[config.mk]
export PLATFORM = sky130hd
export DESIGN_NAME = adcc_top
export DESIGN_NICKNAME = d
export VERILOG_FILES = /design/src/adcc_pkg.sv /design/src/adcc_fmt_if.sv /design/src/adcc_format.sv /design/src/adcc_top.sv
export SDC_FILE = /design/constraint.sdc
export NUM_CORES = 1
export LEC_CHECK = 0
export BUFFER_PORTS_ARGS = -buffer_cell sky130_fd_sc_hd__clkbuf_2
export CAP_MARGIN = 10
export CORE_MARGIN = 2
export CORE_UTILIZATION = 50
export DETAILED_ROUTE_END_ITERATION = 7
export PLACE_DENSITY = 0.82
export SETUP_SLACK_MARGIN = 0.3
export SYNTH_ARGS = -nofsm -noshare
export SYNTH_HDL_FRONTEND = slang
export SYNTH_SLANG_ARGS = --single-unit
[constraint.sdc]
create_clock -name ref_clk_i -period 1.7 [get_ports ref_clk_i]
set_input_delay 0 -clock ref_clk_i [delete_from_list [all_inputs] [get_ports ref_clk_i]]
set_output_delay 0 -clock ref_clk_i [all_outputs]
set_load 0.01 [all_outputs]
[src/adcc_pkg.sv]
// Operation
// enable bit 15 turns converter on
// stop-in-idle bit 13 halts during idle
// resolution bit picks 12 or 10 bits
// 12-bit format field encodings
// 10-bit format field encodings
// fractional left-justifies, signed adds sign bit
// sample bit cleared, unwritable while off
// done cleared at next automatic sample
// sample and done: software and hardware access
// scan bits 13-0, 30-28 select inputs
// scan bits 27-14 and 31 read zero
// smaller packages drop upper scan bits
// control bits 31-16, 14, 12-11 read zero
// all implemented bits reset to zero
// done set when formatted result arrives
`default_nettype none
package adcc_pkg;
    // register byte offsets
    localparam logic [7:0]  CTRL_OFS        = 8'h00;
    localparam logic [7:0]  SCAN_OFS        = 8'h04;
    localparam logic [7:0]  IRQ_STAT_OFS    = 8'h08;
    localparam logic [7:0]  IRQ_MASK_OFS    = 8'h0c;
    localparam logic [7:0]  RESULT_OFS      = 8'h10;
    // control field positions
    localparam int          CTRL_ON_BIT     = 15;
    localparam int          CTRL_STOP_IN_IDLE_BIT   = 13;
    localparam int          CTRL_FMT_LSB    = 8;
    localparam int          CTRL_TRIG_LSB   = 4;
    localparam int          CTRL_RES12_BIT  = 3;
    localparam int          CTRL_AUTO_BIT   = 2;
    localparam int          CTRL_SAMPLE_ACTIVE_BIT   = 1;
    localparam int          CTRL_DONE_BIT   = 0;
    // interrupt status/mask bit positions
    localparam int          IRQ_DONE_BIT    = 0;
    localparam int          IRQ_SAMPLE_ACTIVE_BIT    = 1;
    localparam logic [1:0]  IRQ_IMPL_MASK   = 2'h3;
    // scan select implemented bits and package drops
    localparam logic [31:0] SCAN_IMPL_MASK  = 32'h7000_3fff;
    localparam logic [31:0] SCAN_DROP_20    = 32'h0000_3800;
    localparam logic [31:0] SCAN_DROP_28    = 32'h0000_3000;
    // reset values
    localparam logic [31:0] CTRL_RST        = 32'h0000_0000;
    localparam logic [31:0] SCAN_RST        = 32'h0000_0000;
    localparam logic [31:0] RESULT_RST      = 32'h0000_0000;
    localparam logic [1:0]  IRQ_RST         = 2'h0;
    // output format codes
    localparam logic [2:0]  FMT_SFRAC32     = 3'h7;
    localparam logic [2:0]  FMT_FRAC32      = 3'h6;
    localparam logic [2:0]  FMT_SINT32      = 3'h5;
    localparam logic [2:0]  FMT_INT32       = 3'h4;
    localparam logic [2:0]  FMT_SFRAC16     = 3'h3;
    localparam logic [2:0]  FMT_FRAC16      = 3'h2;
    localparam logic [2:0]  FMT_INT16       = 3'h0;

    typedef enum logic
    {
        BUS_IDLE = 1'b0,
        BUS_ACK  = 1'b1
    } adcc_bus_st_t;
endpackage : adcc_pkg
`default_nettype wire

[src/adcc_fmt_if.sv]
`timescale 1ns/1ns
`default_nettype none
interface adcc_fmt_if;
    logic [11:0] raw;
    logic        res12;
    logic [2:0]  fmt;
    logic [31:0] word;

    modport ctrl (output raw, output res12, output fmt, input word);
    modport enc  (input raw, input res12, input fmt, output word);
endinterface : adcc_fmt_if
`default_nettype wire

[src/adcc_format.sv]
`timescale 1ns/1ns
`default_nettype none
module adcc_format
    import adcc_pkg::*;
(
    adcc_fmt_if.enc f
);
    logic [11:0] sgn12;
    logic [9:0]  val10;
    logic [9:0]  sgn10;

    // signed forms take offset binary to two's complement by flipping the msb
    assign sgn12 = {~f.raw[11], f.raw[10:0]};
    assign val10 = f.raw[9:0];
    assign sgn10 = {~val10[9], val10[8:0]};

    always_comb
    begin
        if (f.res12)
        begin
            case (f.fmt)
                FMT_SFRAC32: f.word = {sgn12, 20'h00000};
                FMT_FRAC32:  f.word = {f.raw, 20'h00000};
                FMT_SINT32:  f.word = {{20{sgn12[11]}}, sgn12};
                FMT_SFRAC16: f.word = {16'h0000, sgn12, 4'h0};
                FMT_FRAC16:  f.word = {16'h0000, f.raw, 4'h0};
                // code 100 is not defined at 12 bits, falls back to integer
                default:     f.word = {20'h00000, f.raw};
            endcase
        end
        else
        begin
            case (f.fmt)
                FMT_SFRAC32: f.word = {sgn10, 22'h000000};
                FMT_FRAC32:  f.word = {val10, 22'h000000};
                FMT_SINT32:  f.word = {{22{sgn10[9]}}, sgn10};
                FMT_INT32:   f.word = {22'h000000, val10};
                FMT_SFRAC16: f.word = {16'h0000, sgn10, 6'h00};
                FMT_FRAC16:  f.word = {16'h0000, val10, 6'h00};
                default:     f.word = {22'h000000, val10};
            endcase
        end
    end
endmodule : adcc_format
`default_nettype wire

[src/adcc_top.sv]
`timescale 1ns/1ns
`default_nettype none
module adcc_top
    import adcc_pkg::*;
#(
    parameter int PKG_PINS = 36
)
(
    input  wire logic        ref_clk_i,
    input  wire logic        rst_n_i,
    input  wire logic [7:0]  avs_address_i,
    input  wire logic        avs_read_i,
    input  wire logic        avs_write_i,
    input  wire logic [31:0] avs_writedata_i,
    input  wire logic [3:0]  avs_byteenable_i,
    output logic      [31:0] avs_readdata_o,
    output logic             avs_waitrequest_o,
    input  wire logic        idle_i,
    input  wire logic        sample_start_i,
    input  wire logic        sample_end_i,
    input  wire logic        conv_done_i,
    input  wire logic [11:0] raw_sample_i,
    output logic             module_run_o,
    output logic             sample_active_o,
    output logic             resolution_12b_sel_o,
    output logic      [31:0] scan_input_sel_o,
    output logic      [31:0] result_o,
    output logic             irq_o
);
    localparam logic [31:0] SCAN_MASK =
        (PKG_PINS == 20) ? (SCAN_IMPL_MASK & ~SCAN_DROP_20) :
        (PKG_PINS == 28) ? (SCAN_IMPL_MASK & ~SCAN_DROP_28) : SCAN_IMPL_MASK;

    adcc_bus_st_t bus_st_q;
    logic         req;
    logic         wr_acc;
    logic [31:0]  be_mask;
    logic [31:0]  rdata_d;
    logic [31:0]  rdata_q;
    logic         on_q;
    logic         stop_in_idle_q;
    logic [2:0]   fmt_q;
    logic [3:0]   trig_q;
    logic         res12_q;
    logic         auto_q;
    logic         sample_active_q;
    logic         done_q;
    logic [31:0]  ctrl_rd;
    logic [31:0]  ctrl_wr;
    logic [31:0]  scan_q;
    logic [31:0]  result_q;
    logic [1:0]   irq_stat_q;
    logic [1:0]   irq_mask_q;
    logic         wr_ctrl;
    logic         wr_scan;
    logic         wr_stat;
    logic         wr_mask;
    logic         done_evt;
    logic         sample_active_evt;

    adcc_fmt_if fmt_bus ();

    adcc_format u_format
    (
        .f (fmt_bus.enc)
    );

    assign fmt_bus.raw   = raw_sample_i;
    assign fmt_bus.res12 = res12_q;
    assign fmt_bus.fmt   = fmt_q;

    // one wait state per access keeps read data registered
    assign req               = avs_read_i | avs_write_i;
    assign avs_waitrequest_o = req && (bus_st_q == BUS_IDLE);
    assign wr_acc            = avs_write_i && (bus_st_q == BUS_ACK);
    assign be_mask = {{8{avs_byteenable_i[3]}}, {8{avs_byteenable_i[2]}},
                      {8{avs_byteenable_i[1]}}, {8{avs_byteenable_i[0]}}};

    always_ff @(posedge ref_clk_i)
    begin
        if (!rst_n_i)
            bus_st_q <= BUS_IDLE;
        else
        begin
            case (bus_st_q)
                BUS_IDLE: if (req) bus_st_q <= BUS_ACK;
                default:  bus_st_q <= BUS_IDLE;
            endcase
        end
    end

    assign wr_ctrl = wr_acc && (avs_address_i == CTRL_OFS);
    assign wr_scan = wr_acc && (avs_address_i == SCAN_OFS);
    assign wr_stat = wr_acc && (avs_address_i == IRQ_STAT_OFS);
    assign wr_mask = wr_acc && (avs_address_i == IRQ_MASK_OFS);

    // reserved control bits are never stored, so they read zero
    assign ctrl_rd = {16'h0000, on_q, 1'b0, stop_in_idle_q, 2'b00, fmt_q,
                      trig_q, res12_q, auto_q, sample_active_q, done_q};
    assign ctrl_wr = (ctrl_rd & ~be_mask) | (avs_writedata_i & be_mask);

    // the idle stop only gates the core, the registers stay reachable
    assign module_run_o = on_q && !(stop_in_idle_q && idle_i);
    assign done_evt     = conv_done_i && module_run_o;
    assign sample_active_evt     = sample_start_i && module_run_o;

    always_ff @(posedge ref_clk_i)
    begin
        if (!rst_n_i)
        begin
            on_q    <= CTRL_RST[CTRL_ON_BIT];
            stop_in_idle_q  <= CTRL_RST[CTRL_STOP_IN_IDLE_BIT];
            fmt_q   <= CTRL_RST[CTRL_FMT_LSB +: 3];
            trig_q  <= CTRL_RST[CTRL_TRIG_LSB +: 4];
            res12_q <= CTRL_RST[CTRL_RES12_BIT];
            auto_q  <= CTRL_RST[CTRL_AUTO_BIT];
        end
        else if (wr_ctrl)
        begin
            on_q    <= ctrl_wr[CTRL_ON_BIT];
            stop_in_idle_q  <= ctrl_wr[CTRL_STOP_IN_IDLE_BIT];
            fmt_q   <= ctrl_wr[CTRL_FMT_LSB +: 3];
            trig_q  <= ctrl_wr[CTRL_TRIG_LSB +: 4];
            res12_q <= ctrl_wr[CTRL_RES12_BIT];
            auto_q  <= ctrl_wr[CTRL_AUTO_BIT];
        end
    end

    // sample bit: hardware set beats software and hardware clear
    always_ff @(posedge ref_clk_i)
    begin
        if (!rst_n_i)
            sample_active_q <= CTRL_RST[CTRL_SAMPLE_ACTIVE_BIT];
        else if (!on_q)
            sample_active_q <= 1'b0;
        else if (sample_active_evt)
            sample_active_q <= 1'b1;
        else if (sample_end_i)
            sample_active_q <= 1'b0;
        else if (wr_ctrl && ctrl_wr[CTRL_ON_BIT])
            sample_active_q <= ctrl_wr[CTRL_SAMPLE_ACTIVE_BIT];
    end

    // done flag: a finishing conversion wins over any clear
    always_ff @(posedge ref_clk_i)
    begin
        if (!rst_n_i)
            done_q <= CTRL_RST[CTRL_DONE_BIT];
        else if (done_evt)
            done_q <= 1'b1;
        else if (auto_q && sample_active_evt)
            done_q <= 1'b0;
        else if (wr_ctrl)
            done_q <= ctrl_wr[CTRL_DONE_BIT];
    end

    always_ff @(posedge ref_clk_i)
    begin
        if (!rst_n_i)
            scan_q <= SCAN_RST;
        else if (wr_scan)
            scan_q <= ((scan_q & ~be_mask) | (avs_writedata_i & be_mask))
                      & SCAN_MASK;
    end

    always_ff @(posedge ref_clk_i)
    begin
        if (!rst_n_i)
            result_q <= RESULT_RST;
        else if (done_evt)
            result_q <= fmt_bus.word;
    end

    // sticky events, write one to clear, new event wins
    always_ff @(posedge ref_clk_i)
    begin
        if (!rst_n_i)
            irq_stat_q <= IRQ_RST;
        else
        begin
            irq_stat_q <= (irq_stat_q & ~(wr_stat ? avs_writedata_i[1:0] & be_mask[1:0] : 2'h0))
                          | {sample_active_evt, done_evt};
        end
    end

    always_ff @(posedge ref_clk_i)
    begin
        if (!rst_n_i)
            irq_mask_q <= IRQ_RST;
        else if (wr_mask && avs_byteenable_i[0])
            irq_mask_q <= avs_writedata_i[1:0] & IRQ_IMPL_MASK;
    end

    // read data latched in the wait cycle, stands while waitrequest is low
    always_comb
    begin
        rdata_d = 32'h0000_0000;
        if (avs_address_i == CTRL_OFS)
            rdata_d = ctrl_rd;
        else if (avs_address_i == SCAN_OFS)
            rdata_d = scan_q;
        else if (avs_address_i == IRQ_STAT_OFS)
            rdata_d = {30'h0, irq_stat_q};
        else if (avs_address_i == IRQ_MASK_OFS)
            rdata_d = {30'h0, irq_mask_q};
        else if (avs_address_i == RESULT_OFS)
            rdata_d = result_q;
    end

    always_ff @(posedge ref_clk_i)
    begin
        if (!rst_n_i)
            rdata_q <= 32'h0000_0000;
        else if (avs_read_i && (bus_st_q == BUS_IDLE))
            rdata_q <= rdata_d;
    end

    assign avs_readdata_o       = rdata_q;
    assign sample_active_o      = sample_active_q;
    assign resolution_12b_sel_o = res12_q;
    assign scan_input_sel_o     = scan_q;
    assign result_o             = result_q;
    assign irq_o                = |(irq_stat_q & irq_mask_q);

    a_run_needs_on: assert property (
        @(posedge ref_clk_i) disable iff (!rst_n_i)
        module_run_o |-> on_q)
        else $error("core runs while module is off");

    a_idle_stop: assert property (
        @(posedge ref_clk_i) disable iff (!rst_n_i)
        (stop_in_idle_q && idle_i) |-> !module_run_o)
        else $error("core runs in idle with stop-in-idle set");

    a_sample_active_off: assert property (
        @(posedge ref_clk_i) disable iff (!rst_n_i)
        !on_q |=> !sample_active_q)
        else $error("sample bit set while module off");

    a_done_set: assert property (
        @(posedge ref_clk_i) disable iff (!rst_n_i)
        done_evt |=> done_q && (result_q == $past(fmt_bus.word)))
        else $error("done or result not updated on conversion");

    a_done_auto_clr: assert property (
        @(posedge ref_clk_i) disable iff (!rst_n_i)
        (auto_q && sample_active_evt && !done_evt) |=> !done_q)
        else $error("done not cleared at automatic sample start");

    a_fmt_int12: assert property (
        @(posedge ref_clk_i) disable iff (!rst_n_i)
        (res12_q && fmt_q == FMT_INT16) |-> fmt_bus.word == {20'h00000, raw_sample_i})
        else $error("12-bit integer format wrong");

    a_fmt_frac10: assert property (
        @(posedge ref_clk_i) disable iff (!rst_n_i)
        (!res12_q && fmt_q == FMT_FRAC16)
            |-> fmt_bus.word == {16'h0000, raw_sample_i[9:0], 6'h00})
        else $error("10-bit fractional format wrong");

    a_sign_ext: assert property (
        @(posedge ref_clk_i) disable iff (!rst_n_i)
        (!res12_q && fmt_q == FMT_SINT32)
            |-> fmt_bus.word[31:9] == {23{~raw_sample_i[9]}})
        else $error("signed integer not sign extended");

    a_scan_holes: assert property (
        @(posedge ref_clk_i) disable iff (!rst_n_i)
        (scan_q & ~SCAN_MASK) == 32'h0000_0000)
        else $error("unimplemented scan bit set");

    a_ctrl_rsvd: assert property (
        @(posedge ref_clk_i) disable iff (!rst_n_i)
        (avs_read_i && !avs_waitrequest_o && avs_address_i == CTRL_OFS)
            |-> (avs_readdata_o & 32'hffff_5800) == 32'h0000_0000)
        else $error("reserved control bit reads nonzero");

    a_bus_one_wait: assert property (
        @(posedge ref_clk_i) disable iff (!rst_n_i)
        avs_waitrequest_o |=> !avs_waitrequest_o)
        else $error("waitrequest held over one cycle");

    a_reset_zero: assert property (
        @(posedge ref_clk_i)
        !rst_n_i |=> (ctrl_rd == 32'h0000_0000) && (scan_q == 32'h0000_0000))
        else $error("register not zero after reset");

    a_on_write: assert property (
        @(posedge ref_clk_i) disable iff (!rst_n_i)
        wr_ctrl |=> on_q == $past(ctrl_wr[CTRL_ON_BIT]))
        else $error("enable bit not taken from write");

    a_res_write: assert property (
        @(posedge ref_clk_i) disable iff (!rst_n_i)
        wr_ctrl |=> res12_q == $past(ctrl_wr[CTRL_RES12_BIT]))
        else $error("resolution bit not taken from write");

    a_sample_active_set: assert property (
        @(posedge ref_clk_i) disable iff (!rst_n_i)
        sample_active_evt |=> sample_active_q)
        else $error("sample bit not set at sample start");

    a_sample_active_clr: assert property (
        @(posedge ref_clk_i) disable iff (!rst_n_i)
        (sample_end_i && !sample_active_evt) |=> !sample_active_q)
        else $error("sample bit not cleared at sample end");

    a_done_sticky: assert property (
        @(posedge ref_clk_i) disable iff (!rst_n_i)
        (done_q && !wr_ctrl && !(auto_q && sample_active_evt)) |=> done_q)
        else $error("done flag lost without a clear");

    a_scan_write: assert property (
        @(posedge ref_clk_i) disable iff (!rst_n_i)
        (wr_scan && avs_byteenable_i == 4'hf)
            |=> scan_q == ($past(avs_writedata_i) & SCAN_MASK))
        else $error("scan select not taken from write");

    a_fmt_sfrac12: assert property (
        @(posedge ref_clk_i) disable iff (!rst_n_i)
        (res12_q && fmt_q == FMT_SFRAC32)
            |-> fmt_bus.word == {~raw_sample_i[11], raw_sample_i[10:0], 20'h00000})
        else $error("12-bit signed fractional format wrong");

    a_fmt_sint12: assert property (
        @(posedge ref_clk_i) disable iff (!rst_n_i)
        (res12_q && fmt_q == FMT_SINT32)
            |-> fmt_bus.word == {{21{~raw_sample_i[11]}}, raw_sample_i[10:0]})
        else $error("12-bit signed integer format wrong");

    a_fmt_frac12: assert property (
        @(posedge ref_clk_i) disable iff (!rst_n_i)
        (res12_q && fmt_q == FMT_FRAC16)
            |-> fmt_bus.word == {16'h0000, raw_sample_i, 4'h0})
        else $error("12-bit fractional format wrong");

    a_fmt_int32: assert property (
        @(posedge ref_clk_i) disable iff (!rst_n_i)
        (!res12_q && fmt_q == FMT_INT32)
            |-> fmt_bus.word == {22'h000000, raw_sample_i[9:0]})
        else $error("10-bit wide integer format wrong");

    a_fmt_sfrac10: assert property (
        @(posedge ref_clk_i) disable iff (!rst_n_i)
        (!res12_q && fmt_q == FMT_SFRAC16)
            |-> fmt_bus.word == {16'h0000, ~raw_sample_i[9], raw_sample_i[8:0], 6'h00})
        else $error("10-bit signed fractional format wrong");
endmodule : adcc_top
`default_nettype wire

==> results.ini <==
[sta]
fmax_mhz = 626
hold_viol = 0
setup_viol = 0
grt_setup_unrepaired = yes
worst-slew-pin-transition_ns = 0.948
period_minus_slack_ns = 1.60
fin_skew_ns = 0.0134
relSlewSlack = 0.367
drv_slew = 0
fin_crit_sh = 0.939
setup_tns_ns = 0

[floorplanning]
die_w_um = 98.5
num_io_pins = 165
initial_core_util = 0.515
rows = 34
die_h_um = 98.5
die_area_um2 = 9700
fp.coreArea_um2 = 8680

[synthesis]
synth-edff-count = 0
synth.area.top_cells = dfxtp_1, nand2_1, mux2i_1, a22o_1, buf_4
synth_top_area_cell = dfxtp_1
yosys_warnings = 0
synth_seq_cells = 93
async_flop_share = 0
synth_top_area_frac = 0.417
syn_inst = 517
syn_area_per_cell_um2 = 8.64
synth_ff_type = dfxtp_1
synth_cell_type_count = 58
synth_area_um2 = 4470
yosysSeqAreaShare = 0.417

[hold_path]
min-delay-start = conv_done_i
hold_depth = 4
hp-class = in2reg

[cts]
root_buffer = clkbuf_8
insertion_delay_ns = 0.37
cts_tree = yes
path_clk_slew_ns = 0.10
cts_made_buffers = 9
clock_path_buffers = 2
htree_levels = 3
cts_num_sinks = 93

[power]
p_per_area_nw_per_um2 = 668
leakage_nw = 2.67
ir_drop_mv = 0.390

[detailed_routing]
drtPass1Iterations = 5
avgViaCountPerCell = 5.91
drc = 0
dr_total_vias = 4767
drt_iter0_drc = 363
wl_per_cell_um = 17.6
routed_wl_mm = 14.2
antenna_left = 0

[finish]
layout.cells.non_filler = 807
antenna_cells = 0
finalInstanceArea_um2 = 6040
area_growth_pct = 35.3
fin_nets = 758
drive_above_1_share = 0.361
utilization = 0.696

[setup_path]
end_kind = register
setup.worst_path.start_class = register
cp_top_family = simple AND/OR/NAND/NOR gates
path_buf_inv = 1
worst_path_max_delay_cell = or4b_4
crit_chain = or4b_4 > nor4_4 > buf_4 > a22oi_2 > nand2_1
worst-setup-path-type = reg2reg
ff2ff_path_depth = 5
cp.arrival_ns = 1.91
worstSetupStartpoint = bus_st_q$_SDFF_PP0_
timing.rr.start = bus_st_q$_SDFF_PP0_
path_depth = 5
cp_slowest_stage_delay_ns = 0.60
path_max_fanout = 5
crit_required_ns = 2.01

[grt]
met3_usage = 0.0539
grt.overflow.total = 0
grt_usage = 0.280
use_met2 = 0.449
top_usage_layer = met2
grt_pass1_wl_mm = 22.2
grt_max_degree = 44
grt_antenna_before_repair = 0
grtUsageMet1 = 0.381
grt_pass1_vias = 4443

[place]
placedCellCount = 741
gp_congestion = 0.949
place_area_um2 = 5230
dp_hpwl_mm = 9.68
port_buffers = 134

[run_status]
status = finished, final reports clean

[flow_run]
cap_violations = 0

## layer usage
metal  up-vias  wire, µm
met5         -         0
met4         0       284
met3        27      1300
met2       281      6730
met1      2245      5920
li1       2214         -
## stage by stage
step / setup slack [ns] / hold WS (ns) / power [mW]
floorplan: 0.277 / 0.0600 / 2.47
global placement: 0.0958 / 0.225 / 2.60
detailed placement: 0.0829 / 0.242 / 2.60
CTS: 0.142 / 0.0288 / 4.02
global route: 0.0364 / 0.0469 / 4.17
finish: 0.103 / 0.0446 / 4.03
## worst paths after layout
kind / end / slack (ns)
hold / removal: result_o[11]$_SDFFE_PN0P_ / 0.04
hold reg to reg: avs_readdata_o[11]$_SDFFE_PN0P_ / 0.47
setup / recovery: avs_readdata_o[30]$_SDFFE_PN0P_ / 0.10
setup reg to reg: avs_readdata_o[30]$_SDFFE_PN0P_ / 0.10
## synth_stat cells, types with 3 or more instances
cell       n
nor2_1    47
a311oi_1   4
dfxtp_1   93
a21oi_1   16
nor2b_1    5
or3_1      3
nand3_1   32
a221oi_1  11
buf_4     26
nand4_1    9
buf_2     12
clkbuf_1  19
a31oi_1    6
inv_1      3
o21ai_0   36
and2_1     4
nor3_1     5
nand2b_1   4
nand2_1   61
buf_1      3
a22oi_1   24
a22o_1    23
mux2i_1   21
or2_2      3
a211oi_1   6
## power by group
part	internal (mW)	leakage, nW	switching (mW)
Sequential	2.19	0.755	0.0105
Combinational	0.176	1.83	0.251
Clock	0.552	0.0875	0.859
Total	2.91	2.67	1.12
## logic make-up after synthesis
group,Yosys count,synth area share
flops,93,0.417
xor+xnor,1,0.00196
other cells,1,0.000840
simple gates,195,0.228
buf+inv,65,0.0815
compound gates,139,0.218
mux,23,0.0521
## worst min-delay path, stage by stage
cell	delay (ns)
clkbuf_2	0.13
nand2_4	0.09
nand2_1	0.08
a21oi_1	0.06
## placed cells by master (no fill, tap or decap), drive strengths merged, types with 2 or more instances in the layout
cell and count:
clkbuf 144, dfxtp 93, nand2 61, buf 50, nor2 47, o21ai 36, nand3 33, dlygate4sd3 27
a22oi 24, a22o 23, mux2i 21, a21oi 16, conb 15, a221oi 11, nand4 9, nor3 8
a211oi 7, a31oi 6, nor2b 5, clkinv 5, nand2b 4, a311oi 4, or3 4, inv 4
and2 4, or2 3, nor4 3, or3b 3, and4bb 2, nor4b 2, nor3b 2, nand3b 2
a31o 2, o31a 2, mux2 2, clkinvlp 2, a21boi 2
## area by class of cell
type	instances	area [µm²]
Inverter	4	17.5
Multi-Input combinational cell	374	2450
Clock inverter	7	61.3
Fill cell	652	2640
Clock buffer	9	124
Timing Repair Buffer	212	1370
Tap cell	108	135
Sequential cell	93	1880
## what timing repair did
action | 4_1_cts | 5_1_grt
pin swaps | 8 | 14
hold endpoints to repair | 37 | 0
gates resized for setup | 22 | 28
hold buffers | 27 | 0
buffers inserted | 12 | 8
setup endpoints to repair | 55 | 47
gates cloned | 3 | 0
(Power assumes the default switching activity.)
